### config.mk
export PLATFORM = sky130hd
export DESIGN_NAME = masc_step_config
export DESIGN_NICKNAME = d
export VERILOG_FILES = /design/src/rtl/masc_pkg.sv /design/src/rtl/masc_step_config.sv
export SDC_FILE = /design/constraint.sdc
export NUM_CORES = 1
export LEC_CHECK = 0
export BUFFER_PORTS_ARGS = -buffer_cell sky130_fd_sc_hd__buf_2
export CAP_MARGIN = 25
export CORE_MARGIN = 2
export CORE_UTILIZATION = 43
export DETAILED_ROUTE_END_ITERATION = 12
export PLACE_DENSITY_LB_ADDON = 0.2
export SLEW_MARGIN = 20
export SYNTH_ARGS = -nofsm -noshare
export SYNTH_HDL_FRONTEND = slang
export SYNTH_SLANG_ARGS = --single-unit
export TNS_END_PERCENT = 50
### constraint.sdc
create_clock -name ref_clk_i -period 2.9 [get_ports ref_clk_i]
set_input_delay 0.29 -clock ref_clk_i [delete_from_list [all_inputs] [get_ports ref_clk_i]]
set_output_delay 0.29 -clock ref_clk_i [all_outputs]
set_load 0.01 [all_outputs]
### src/rtl/masc_pkg.sv
// package: register map, field layout and codes for the step configuration block
package masc_pkg;
    localparam int ADDR_W = 8;
    localparam int DATA_W = 16;
    localparam logic [ADDR_W-1:0] STEP_FOUR_ADDR = 8'h94;
    localparam logic [ADDR_W-1:0] STEP_FIVE_ADDR = 8'h95;
    localparam logic [ADDR_W-1:0] SEQ_CTRL_ADDR = 8'hA0;
    localparam logic [ADDR_W-1:0] SEQ_STAT_ADDR = 8'hA1;
    localparam logic [DATA_W-1:0] STEP_FOUR_RESET = 16'h0004;
    localparam logic [DATA_W-1:0] STEP_FIVE_RESET = 16'h0005;
    localparam logic [DATA_W-1:0] WRITABLE_MASK = 16'hE01F;
    localparam int EN_BIT = 15;
    localparam int GAIN_HI = 14;
    localparam int GAIN_LO = 13;
    localparam int NEG_BIT = 4;
    localparam int POS_HI = 3;
    localparam int POS_LO = 0;
    localparam int CTRL_START_BIT = 0;
    localparam logic [1:0] GAIN_X1 = 2'h0;
    localparam logic [1:0] GAIN_X2 = 2'h1;
    localparam logic [2:0] GAIN_MUL1 = 3'h1;
    localparam logic [2:0] GAIN_MUL2 = 3'h2;
    localparam logic [2:0] GAIN_MUL4 = 3'h4;
    localparam logic [3:0] POS_EXT_MAX = 4'h7;
    localparam logic [3:0] POS_ZERO_CODE = 4'h0;
    // negative input codes presented to the converter mux
    localparam logic [1:0] NEG_GROUND = 2'h0;
    localparam logic [1:0] NEG_EXT_SEVEN = 2'h1;
    localparam logic [1:0] NEG_AUTO = 2'h2;
    localparam logic [1:0] NEG_SEL_INPUT7 = 2'h1;
    typedef enum logic [1:0] {
        MASC_IDLE = 2'b00,
        MASC_FOUR = 2'b01,
        MASC_FIVE = 2'b11
    } masc_state_t;
endpackage

### src/rtl/masc_step_config.sv
// step four and five configuration registers with a small two-step sequencer
// Operation
// - bit 15 includes step four in sequence
// - bits 14:13 pick gain 1, 2, 4
// - bits 12:5 read as zero
// - bit 4 negative: ground or input seven
// - codes 0 to 7 pick external inputs
// - codes 8 and up internal, auto negative
// - auto negative ignores negative select bit
// - step five at 95h, resets 0005h
// - step four positive resets to input four
// - step four at 94h, resets 0004h
`timescale 1ns/1ps
module masc_step_config (
    input wire logic ref_clk_i,
    input wire logic rst_i,
    input wire logic [masc_pkg::ADDR_W-1:0] addr_i,
    input wire logic [masc_pkg::DATA_W-1:0] wdata_i,
    input wire logic wr_i,
    input wire logic rd_i,
    input wire logic step_done_i,
    output logic [masc_pkg::DATA_W-1:0] rdata_o,
    output logic step_active_o,
    output logic step_index_o,
    output logic [2:0] gain_mul_o,
    output logic [3:0] positive_input_o,
    output logic [1:0] negative_input_o
);
    import masc_pkg::*;

    typedef struct packed {
        logic [DATA_W-1:0] four;
        logic [DATA_W-1:0] five;
        logic [DATA_W-1:0] rdata;
        masc_state_t st;
        logic active;
        logic index;
        logic [2:0] gain;
        logic [3:0] pos;
        logic [1:0] neg;
    } masc_regs_t;

    masc_regs_t s_r;
    masc_regs_t s_nxt;

    function automatic logic [2:0] gain_of(input logic [1:0] code);
        case (code)
            GAIN_X1: gain_of = GAIN_MUL1;
            GAIN_X2: gain_of = GAIN_MUL2;
            default: gain_of = GAIN_MUL4;
        endcase
    endfunction

    // codes above seven route internal sources, negative mux takes over
    function automatic logic [1:0] neg_of(input logic [DATA_W-1:0] cfg);
        if (cfg[POS_HI:POS_LO] > POS_EXT_MAX) begin
            neg_of = NEG_AUTO;
        end else if (cfg[NEG_BIT]) begin
            neg_of = NEG_EXT_SEVEN;
        end else begin
            neg_of = NEG_GROUND;
        end
    endfunction

    always_comb begin
        logic [DATA_W-1:0] cfg;
        logic start;
        cfg = '0;
        start = wr_i && addr_i == SEQ_CTRL_ADDR && wdata_i[CTRL_START_BIT];
        s_nxt = s_r;
        s_nxt.rdata = '0;
        if (wr_i && addr_i == STEP_FOUR_ADDR) begin
            s_nxt.four = wdata_i & WRITABLE_MASK;
        end
        if (wr_i && addr_i == STEP_FIVE_ADDR) begin
            s_nxt.five = wdata_i & WRITABLE_MASK;
        end
        if (rd_i) begin
            case (addr_i)
                STEP_FOUR_ADDR: s_nxt.rdata = s_r.four;
                STEP_FIVE_ADDR: s_nxt.rdata = s_r.five;
                SEQ_STAT_ADDR: s_nxt.rdata = {{(DATA_W-2){1'b0}}, s_r.index, s_r.active};
                default: s_nxt.rdata = '0;
            endcase
        end
        // disabled steps are skipped; a pass with none enabled stays idle
        case (s_r.st)
            MASC_IDLE: begin
                if (start) begin
                    if (s_r.four[EN_BIT]) begin
                        s_nxt.st = MASC_FOUR;
                    end else if (s_r.five[EN_BIT]) begin
                        s_nxt.st = MASC_FIVE;
                    end
                end
            end
            MASC_FOUR: begin
                if (step_done_i) begin
                    s_nxt.st = s_r.five[EN_BIT] ? MASC_FIVE : MASC_IDLE;
                end
            end
            MASC_FIVE: begin
                if (step_done_i) begin
                    s_nxt.st = MASC_IDLE;
                end
            end
            default: s_nxt.st = MASC_IDLE;
        endcase
        // settings are latched from the register the step uses
        s_nxt.active = s_nxt.st != MASC_IDLE;
        s_nxt.index = s_nxt.st == MASC_FIVE;
        if (s_nxt.st == MASC_FOUR) begin
            cfg = s_r.four;
        end else if (s_nxt.st == MASC_FIVE) begin
            cfg = s_r.five;
        end
        // latch only on step entry so a register write mid-step cannot disturb the mux
        if (!s_nxt.active) begin
            s_nxt.gain = GAIN_MUL1;
            s_nxt.pos = POS_ZERO_CODE;
            s_nxt.neg = NEG_GROUND;
        end else if (s_nxt.st != s_r.st) begin
            s_nxt.gain = gain_of(cfg[GAIN_HI:GAIN_LO]);
            s_nxt.pos = cfg[POS_HI:POS_LO];
            s_nxt.neg = neg_of(cfg);
        end
    end

    always_ff @(posedge ref_clk_i) begin
        if (rst_i) begin
            s_r.four <= STEP_FOUR_RESET;
            s_r.five <= STEP_FIVE_RESET;
            s_r.rdata <= '0;
            s_r.st <= MASC_IDLE;
            s_r.active <= 1'b0;
            s_r.index <= 1'b0;
            s_r.gain <= GAIN_MUL1;
            s_r.pos <= POS_ZERO_CODE;
            s_r.neg <= NEG_GROUND;
        end else begin
            s_r <= s_nxt;
        end
    end

    assign rdata_o = s_r.rdata;
    assign step_active_o = s_r.active;
    assign step_index_o = s_r.index;
    assign gain_mul_o = s_r.gain;
    assign positive_input_o = s_r.pos;
    assign negative_input_o = s_r.neg;
endmodule

==> results_dict.tcl, run 1 <==
set metrics [dict create \
    status "finished, final reports clean" \
    hold_viol 0 \
    max_freq_mhz 416 \
    postPlaceCellArea_um2 1780 \
    setup_tns_ns 0 \
    vias 1443 \
    netSwitchingFraction_pct 20.1 \
    p_leak_nw 0.817 \
    seqPwrFrac_pct 51.8 \
    vias_per_cell 5.45 \
    fin_area_um2 1890 \
    yosys.cell_types.count 41 \
    io_buffer_count 39 \
    worstPathArrival_ns 2.62 \
    total_power_w 0.000956 \
    die_area_um2 4460 \
    grtUsageMet3_pct 4.05 \
    finalSetupViolCount 0 \
    gp_congestion 0.832 \
    drv_slew 0 \
    antenna_left 0 \
    wl_per_cell_um 14.0 \
    synthTopCellsByArea "dfxtp_1, buf_4, mux2i_1" \
    grt_pass1_wl_um 6030 \
    pwr-share-clk_pct 44.2 \
    met1_usage_pct 21.0 \
    start_util_pct 45.7 \
    critPathLaunchType "flip-flop" \
    power_switching_w 0.000192 \
    synthFlopType "dfxtp_1" \
    dr.pass1.iters 4 \
    nets 245 \
    cts_tree "done" \
    postSynthCellCount 192 \
    grt-ovfl-total 0 \
    rsz0062_at_grt "no" \
    fin_skew_ns 0.00659 \
    area_growth_syn_to_layout_pct 11.1 \
    numCtsBuffers 5 \
    path_clk_slew_ns 0.07 \
    synth_top_area_share_pct 42.5 \
    clockBufferDepth 2 \
    min_path_type "input pin to flip-flop" \
    syn_area_per_cell_um2 8.84 \
    postCtsResizedCells 0 \
    gr-max-usage-layer "met2" \
    cts.htree.levels 2 \
    intPower_w 0.000764 \
    grt_start_max_net_pins 21 \
    peakVddDrop_mv 0.235 \
    die_h_um 66.8 \
    period_needed_ns 2.40 \
    holdBufCountCts 0 \
    ys_warn_count 0 \
    drt_wl_total_um 3710 \
    clkLatencyLatePin_ns 0.28 \
    combPwrFrac_pct 4.1 \
    antenna_found_initial 0 \
    die-width_um 66.8 \
    cts.sinks 36 \
    path_class "flip-flop to flip-flop" \
    finalCritPeriodShare_pct 82.9 \
    yosysTopAreaCell "dfxtp_1" \
    ys_seq_area_share_pct 42.5 \
    drc 0 \
    end_kind "flip-flop" \
    track_usage_pct 18.1 \
    n_antenna_cell 0 \
    reg2reg_slack_ns 0.50 \
    cts_root_buf "clkbuf_8" \
    synth_area_um2 1700 \
    power_density_nw_per_um2 507 \
    post-dp-hpwl_um 2780 \
    dp.cells 257 \
    num_rows 22 \
    met2_usage_pct 30.5 \
    crit_path_max_fanout 8 \
    drtIter0Drc 37 \
    ys_ff_latch 36 \
    crit_required_ns 3.12 \
    cap_violations 0 \
    io_pins 56 \
    layoutNonFillerInstCount 265 \
    synth_edf_count 0 \
    core_area_um2 3720 \
    synthArstFlopShare_pct 0 \
    grt_pass1_vias 1340 \
    drive_gt1_share_pct 26.3 \
    cts_setup_buffers 0 \
]
cells by family after synthesis:
logic type	after synthesis	share of synthesized area, %
DFF	36	42.5
and+or+nand+nor	70	22.0
other	1	0.221
muxes	8	4.72
buffers and inverters	35	13.8
AOI/OAI and AO/OA	42	16.8
path summary, 6_finish.rpt:
check                           depth (start not counted)            startpoint                          endpoint
worst max-delay path                                    5    s_r[11]$_SDFF_PP0_  positive_input_o[2]$_SDFFE_PP0P_
worst min-delay path                                    3            wdata_i[1]              s_r[46]$_SDFFE_PP0P_
worst max register to register                          5    s_r[11]$_SDFF_PP0_  positive_input_o[2]$_SDFFE_PP0P_
worst min register to register                          2  s_r[45]$_SDFFE_PP0P_             rdata_o[0]$_SDFF_PP0_
critical path, stage by stage (launching register included):
cell and delay (ns):
dfxtp_1 0.36, or4bb_1 0.57, or4_1 0.63, a211oi_1 0.48
a221oi_1 0.17, nor2_1 0.13
Yosys cell counts, drive strengths merged (3+ instances only):
cell	n
a21oi	13
a221oi	3
a22oi	6
buf	27
clkbuf	5
dfxtp	36
inv	3
mux2i	8
nand2	15
nand2b	3
nand3	10
nor2	20
nor4	4
o21ai	4
o21bai	3
or4	3
layout by cell type, fill, tap and decap left out, types with 2 or more instances in the layout:
master	synthesis	layout
buf_4	25	3
a211o_1	2	2
a21oi_1	13	13
or4_1	3	3
buf_2	1	39
nand3_1	10	10
nor4_1	2	2
dfxtp_1	36	36
nor2_1	20	20
a31oi_1	2	2
conb_1	1	8
mux2i_1	8	8
inv_1	2	2
o21bai_1	3	3
clkbuf_8	0	5
nand2_1	15	15
o21ai_0	4	4
nor2b_1	2	2
a221oi_1	3	3
nor4_2	2	2
and3_1	2	2
a32oi_1	2	2
nand2b_1	3	3
a211oi_1	2	2
or3b_2	2	2
a22oi_1	6	6
nor3_1	2	2
flip-flops by register name (all words and copies together), names as in the netlist:
| signal | count |
|---|---|
| step_active_o | 1 |
| rdata_o | 8 |
| s_r | 18 |
| step_index_o | 1 |
| gain_mul_o | 3 |
| positive_input_o | 4 |
| negative_input_o | 1 |
per-stage QoR:
stage | setup slack (ns) | utilization, % | hold WS, ns
final | 0.497 | 50.7 | 0.254
after global routing | 0.366 | 50.7 | 0.271
after CTS | 0.497 | 50.7 | 0.253
after detailed placement | 0.398 | 47.8 | 0.477
after global placement | 0.451 | 47.8 | 0.471
after floorplan | 0.590 | - | 0.434
power groups by stage:
stage,Clock [W],Sequential [W],Combinational (W)
6_report,0.000422,0.000495,0.0000390
5_1_grt,0.000456,0.000494,0.0000433
2_1_floorplan,0,0.000506,0.0000259
3_5_place_dp,0,0.000506,0.0000387
3_3_place_gp,0,0.000506,0.0000371
4_1_cts,0.000431,0.000495,0.0000389
layout make-up:
type / count / area, um^2
clock inverter: 2 / 35.0
multi-input combinational: 128 / 768
sequential: 36 / 721
timing repair buffer: 42 / 218
fill: 377 / 1830
inverter: 3 / 11.3
clock buffer: 6 / 72.6
tap: 48 / 60.1
per-layer routing:
| metal | vias to the layer above | routed length [um] |
|---|---|---|
| li1 | 705 | - |
| met4 | 0 | 93 |
| met1 | 680 | 1550 |
| met5 | - | 0 |
| met3 | 9 | 204 |
| met2 | 49 | 1860 |
Power figures use the tool's default switching activity.
==> run 2: changes to the inputs <==
==> constraint.sdc (replaced) <==
create_clock -name ref_clk_i -period 2.2 [get_ports ref_clk_i]
set_input_delay 0.22 -clock ref_clk_i [delete_from_list [all_inputs] [get_ports ref_clk_i]]
set_output_delay 0.22 -clock ref_clk_i [all_outputs]
set_load 0.01 [all_outputs]
==> run 2 against run 1 <==
Die area did not move. Register-to-register slack got worse by 0.41 ns. Hold slack got worse by 0.071 ns. Global-route usage rose by 1.7 points. First-iteration DRC count rose by 62%.
==> results_dict.tcl, run 2 (same netlist as run 1, synthesis figures left out) <==
set metrics [dict create \
    cts_root_buf "clkbuf_8" \
    crit_required_ns 2.42 \
    postPlaceCellArea_um2 1860 \
    worstPathArrival_ns 2.33 \
    path_class "flip-flop to flip-flop" \
    cts_tree "done" \
    drc 0 \
    drtIter0Drc 60 \
    drive_gt1_share_pct 31.1 \
    hold_viol 0 \
    layout_commonest_cell "buf_2" \
    setup_tns_ns 0 \
    n_antenna_cell 0 \
    power_density_nw_per_um2 746 \
    largest_reg_flops 18 \
    clkLatencyLatePin_ns 0.29 \
    regMostFlops "s_r" \
    layout_common_cells "buf_2, dfxtp_1, nor2_1" \
    drv_slew 0 \
    grt_pass1_wl_um 6480 \
    io_pins 56 \
    grt-ovfl-total 0 \
    num_rows 22 \
    die-width_um 66.8 \
    grt_pass1_vias 1432 \
    io_buffer_count 39 \
    core_area_um2 3720 \
    numCtsBuffers 5 \
    cap_violations 0 \
    wl_per_cell_um 14.6 \
    min_path_type "input pin to flip-flop" \
    grt_start_max_net_pins 21 \
    path_clk_slew_ns 0.07 \
    area_growth_syn_to_layout_pct 19.6 \
    clockBufferDepth 2 \
    peakVddDrop_mv 0.367 \
    gp_congestion 0.804 \
    drt_wl_total_um 4020 \
    crit_path_max_fanout 6 \
    cp_slowest_cell "or4_4" \
    dr.pass1.iters 4 \
    status "finished, final reports clean" \
    finalSetupViolCount 0 \
    track_usage_pct 19.8 \
    start_util_pct 45.7 \
    antenna_found_initial 0 \
    cts.sinks 36 \
    cp_top_family "simple AND/OR/NAND/NOR gates" \
    slowest_delay_ns 0.54 \
    vias_per_cell 5.32 \
    fin_skew_ns 0.00542 \
    fin_area_um2 2030 \
    die_h_um 66.8 \
    finalCritPeriodShare_pct 96.2 \
    end_kind "flip-flop" \
    p_leak_nw 0.899 \
    antenna_left 0 \
    critPathLaunchType "flip-flop" \
    die_area_um2 4460 \
    post-dp-hpwl_um 3050 \
    vias 1468 \
    period_needed_ns 2.12 \
    worstPathCellList "or4bb_1 -> or4_4 -> or4_1 -> a31oi_1" \
    path_buf_inv 0 \
    nets 256 \
    cts.htree.levels 2 \
    rsz0062_at_grt "no" \
    max_freq_mhz 473 \
]
[run 2: cell types whose count changed in the layout (fill, tap and decap cells not counted)]
cell,previous run,this run
a221oi_2,0,1
or4_4,0,1
clkbuf_1,1,0
or4_1,3,2
bufinv_16,1,3
clkinv_2,1,0
buf_4,3,14
a221oi_1,3,2
[run 2: timing repair]
action,in CTS,in global routing
buffers inserted,0,0
resized for setup,0,1
setup endpoints to repair,0,5
hold buffers,0,0
[run 2: routing by layer]
| layer | track usage (%) | vias up | share of wire [%] |
|---|---|---|---|
| met3 | 3.72 | 10 | 5.4 |
| met2 | 35.0 | 44 | 50 |
| li1 | - | 725 | - |
| met1 | 22.5 | 689 | 42 |
| met5 | 0 | - | 0 |
| met4 | 9.95 | 0 | 2.4 |
[run 2: power breakdown]
part           switching (W)  internal [W]  leakage (nW)
Sequential       0.000000410      0.000652         0.290
Clock               0.000239      0.000567        0.0784
Combinational      0.0000325     0.0000230         0.531
Total               0.000272       0.00124         0.899
[run 2: final timing paths]
check / from / end / slack, ns / cells after the start
max: s_r[11]$_SDFF_PP0_ / negative_input_o[0]$_SDFFE_PP0P_ / 0.08 / 4
min reg2reg: s_r[43]$_SDFFE_PP0P_ / s_r[43]$_SDFFE_PP0P_ / 0.48 / 2
min: wdata_i[1] / s_r[46]$_SDFFE_PP0P_ / 0.18 / 3
max reg2reg: s_r[11]$_SDFF_PP0_ / negative_input_o[0]$_SDFFE_PP0P_ / 0.08 / 4
[run 2: worst reg2reg max path, delay by kind of cell, from the launching register on]
| family | cells | cell delay (ns) |
|---|---|---|
| AO/OA/AOI/OAI | 1 | 0.15 |
| flip-flops | 1 | 0.32 |
| AND/OR/NAND/NOR | 3 | 1.58 |
[run 2: layout make-up]
type	instances	area (um^2)
fill	369	1690
multi-input combinational	128	778
sequential	36	721
timing repair buffer	53	300
clock inverter	3	90.1
clock buffer	5	68.8
tap	48	60.1
inverter	3	11.3
[run 2: metrics by stage]
stage / cells / setup slack, ns / util, % / hold slack (ns) / power [W]
after CTS: 276 / 0.0336 / 54.4 / 0.181 / 0.00152
after detailed placement: 268 / 0.0109 / 50.2 / 0.471 / 0.000722
after global routing: 276 / 0.0100 / 54.6 / 0.194 / 0.00156
after global placement: 268 / 0.0349 / 50.2 / 0.466 / 0.000720
after floorplan: 199 / 0.0168 / - / 0.364 / 0.000701
final: 276 / 0.0844 / 54.6 / 0.182 / 0.00151
==> run 3: changes to the inputs <==
--- a/config.mk
+++ b/config.mk
@@ -5,6 +5,7 @@
 export SDC_FILE = /design/constraint.sdc
 export NUM_CORES = 1
 export LEC_CHECK = 0
+export ABC_AREA = 1
 export BUFFER_PORTS_ARGS = -buffer_cell sky130_fd_sc_hd__buf_2
 export CAP_MARGIN = 25
 export CORE_MARGIN = 2
==> run 3 against run 2 <==
Final cell count rose by 12%. Synthesized cell count up 23%. Fmax rose by 27%. Sequential cell count unchanged. Register-to-register slack better by 0.45 ns.
==> results_dict.tcl, run 3 <==
set metrics [dict create \
    status "finished, final reports clean" \
    synthFlopType "dfxtp_1" \
    postPlaceCellArea_um2 1890 \
    met1_length_um 1580 \
    rsz0062_at_grt "no" \
    synth_area_um2 1820 \
    layoutNonFillerInstCount 310 \
    num_rows 23 \
    layout_common_cells "buf_2, dfxtp_1, inv_1" \
    drc 0 \
    cp_top_family "simple AND/OR/NAND/NOR gates" \
    largest_reg_flops 18 \
    peakVddDrop_mv 0.382 \
    yosysTopAreaCell "dfxtp_1" \
    die-width_um 69.1 \
    postCtsResizedCells 0 \
    cts.sinks 36 \
    grt-ovfl-total 0 \
    synth_edf_count 0 \
    drive_gt1_share_pct 31.2 \
    slowest_delay_ns 0.39 \
    setup_tns_ns 0 \
    drt_wl_total_um 3450 \
    yosys.cell_types.count 30 \
    worstPathArrival_ns 1.89 \
    vias_per_cell 4.74 \
    dp.cells 303 \
    grt_pass1_vias 1357 \
    die_h_um 69.1 \
    cap_violations 0 \
    grt_start_max_net_pins 17 \
    ys_top_cells_by_count "dfxtp_1, inv_1, buf_4" \
    cp_common_cell "nand2_2" \
    n_antenna_cell 0 \
    finalCritPeriodShare_pct 75.6 \
    routed.top_layer "met4" \
    antenna_left 0 \
    numCtsBuffers 5 \
    cts_setup_buffers 0 \
    wl_met3_um 165 \
    path_clk_slew_ns 0.07 \
    dr.pass1.iters 4 \
    cts_root_buf "clkbuf_8" \
    drtIter0Drc 64 \
    critPathLaunchType "flip-flop" \
    regArea_um2 721 \
    postSynthCellCount 236 \
    fin_area_um2 1970 \
    ys_seq_area_share_pct 39.6 \
    holdBufCountCts 0 \
    ys_warn_count 0 \
    cts.htree.levels 2 \
    core_area_um2 4030 \
    cts_tree "done" \
    min_path_type "input pin to flip-flop" \
    p_leak_nw 0.881 \
    post-dp-hpwl_um 2650 \
    end_kind "flip-flop" \
    power_density_nw_per_um2 585 \
    track_usage_pct 15.5 \
    io_pins 56 \
    multiInputGateArea_um2 733 \
    wl_met2_um 1650 \
    fin_skew_ns 0.00383 \
    fillerInstances 442 \
    vias 1470 \
    max_freq_mhz 601 \
    worstPathCellList "inv_2 -> nand2_2 -> nand2_1 -> nand2_2 -> nor2_2 -> inv_2 -> nand2_4 -> nand2_2 -> nand3_2 -> inv_1 -> nand2_1 -> a21oi_2" \
    finalCoreUtilization_pct 48.8 \
    crit_required_ns 2.42 \
    cp_slowest_cell "dfxtp_1" \
    wl_per_cell_um 11.1 \
    die_area_um2 4770 \
    antenna_found_initial 0 \
    synthTopCellsByArea "dfxtp_1, buf_4, inv_1" \
    crit_path_max_fanout 12 \
    syn_area_per_cell_um2 7.71 \
    nets 289 \
    synthArstFlopShare_pct 0 \
    regMostFlops "s_r" \
    clockBufferDepth 2 \
    drv_slew 0 \
    hold_viol 0 \
    synth_top_area_share_pct 39.6 \
    start_util_pct 45.2 \
    clkLatencyLatePin_ns 0.28 \
    layout_commonest_cell "buf_2" \
    synth.most_common_cell "dfxtp_1" \
    period_needed_ns 1.66 \
    path_class "flip-flop to flip-flop" \
    grt_pass1_wl_um 5980 \
    area_growth_syn_to_layout_pct 7.97 \
    ys_ff_latch 36 \
    io_buffer_count 39 \
    path_buf_inv 3 \
    finalSetupViolCount 0 \
    gp_congestion 0.815 \
]
==> run 3: cell types whose count changed in the layout (fill, tap and decap cells not counted), moves of 6 or more <==
cell,before,now
nand2_2,0,6
o21ai_1,0,16
inv_2,1,8
nor2_2,0,6
nand3_1,10,4
o22ai_1,1,11
buf_4,14,2
mux2i_1,8,0
inv_1,2,34
==> run 3: area by class of cell <==
| cell class | instances | area share [%] |
|---|---|---|
| repair buffers | 41 | 10.7 |
| clock buffers | 6 | 3.69 |
| inverters | 43 | 8.21 |
| well taps | 50 | 3.18 |
| flip-flops and latches | 36 | 36.7 |
| multi-input cells | 133 | 37.3 |
| clock inverters | 1 | 0.255 |
==> run 3: report_power, final <==
part           switching, W  internal, W
combinational     0.0000383    0.0000219
sequential      0.000000285     0.000652
clock              0.000222     0.000215
total              0.000260     0.000889
==> run 3: logic make-up after synthesis <==
family          synth area share (%)
compound gates                  18.1
simple gates                    20.5
buf+inv                         21.6
flops                           39.6
other cells                    0.206
==> run 3: final timing paths <==
check                             from                               end  slack, ns  cells after the start
setup reg to reg    s_r[12]$_SDFF_PP0_  negative_input_o[0]$_SDFFE_PP0P_       0.54                     12
hold / removal                   rst_i                s_r[12]$_SDFF_PP0_       0.16                      2
setup / recovery    s_r[12]$_SDFF_PP0_  negative_input_o[0]$_SDFFE_PP0P_       0.54                     12
hold reg to reg   s_r[58]$_SDFFE_PP0P_              s_r[58]$_SDFFE_PP0P_       0.48                      2
==> run 3: layer usage <==
metal	vias up	global-route usage, %
li1	773	-
met1	657	19.1
met2	34	25.6
met3	6	5.26
met4	0	4.58
met5	-	0
==> run 3: worst register-to-register path: cells and delay by family (launching register included) <==
kind,cells,cell delay [ns]
AND/OR/NAND/NOR,8,0.73
flip-flops,1,0.39
buffers and inverters,3,0.36
AO/OA/AOI/OAI,1,0.13
==> run 3: through the flow <==
stage,hold slack (ns),power (W),worst slack (ns)
2_1_floorplan,0.292,0.000709,0.877
3_3_place_gp,0.456,0.000727,0.545
3_5_place_dp,0.455,0.000727,0.539
4_1_cts,0.155,0.00116,0.527
5_1_grt,0.163,0.00120,0.344
6_report,0.161,0.00115,0.536
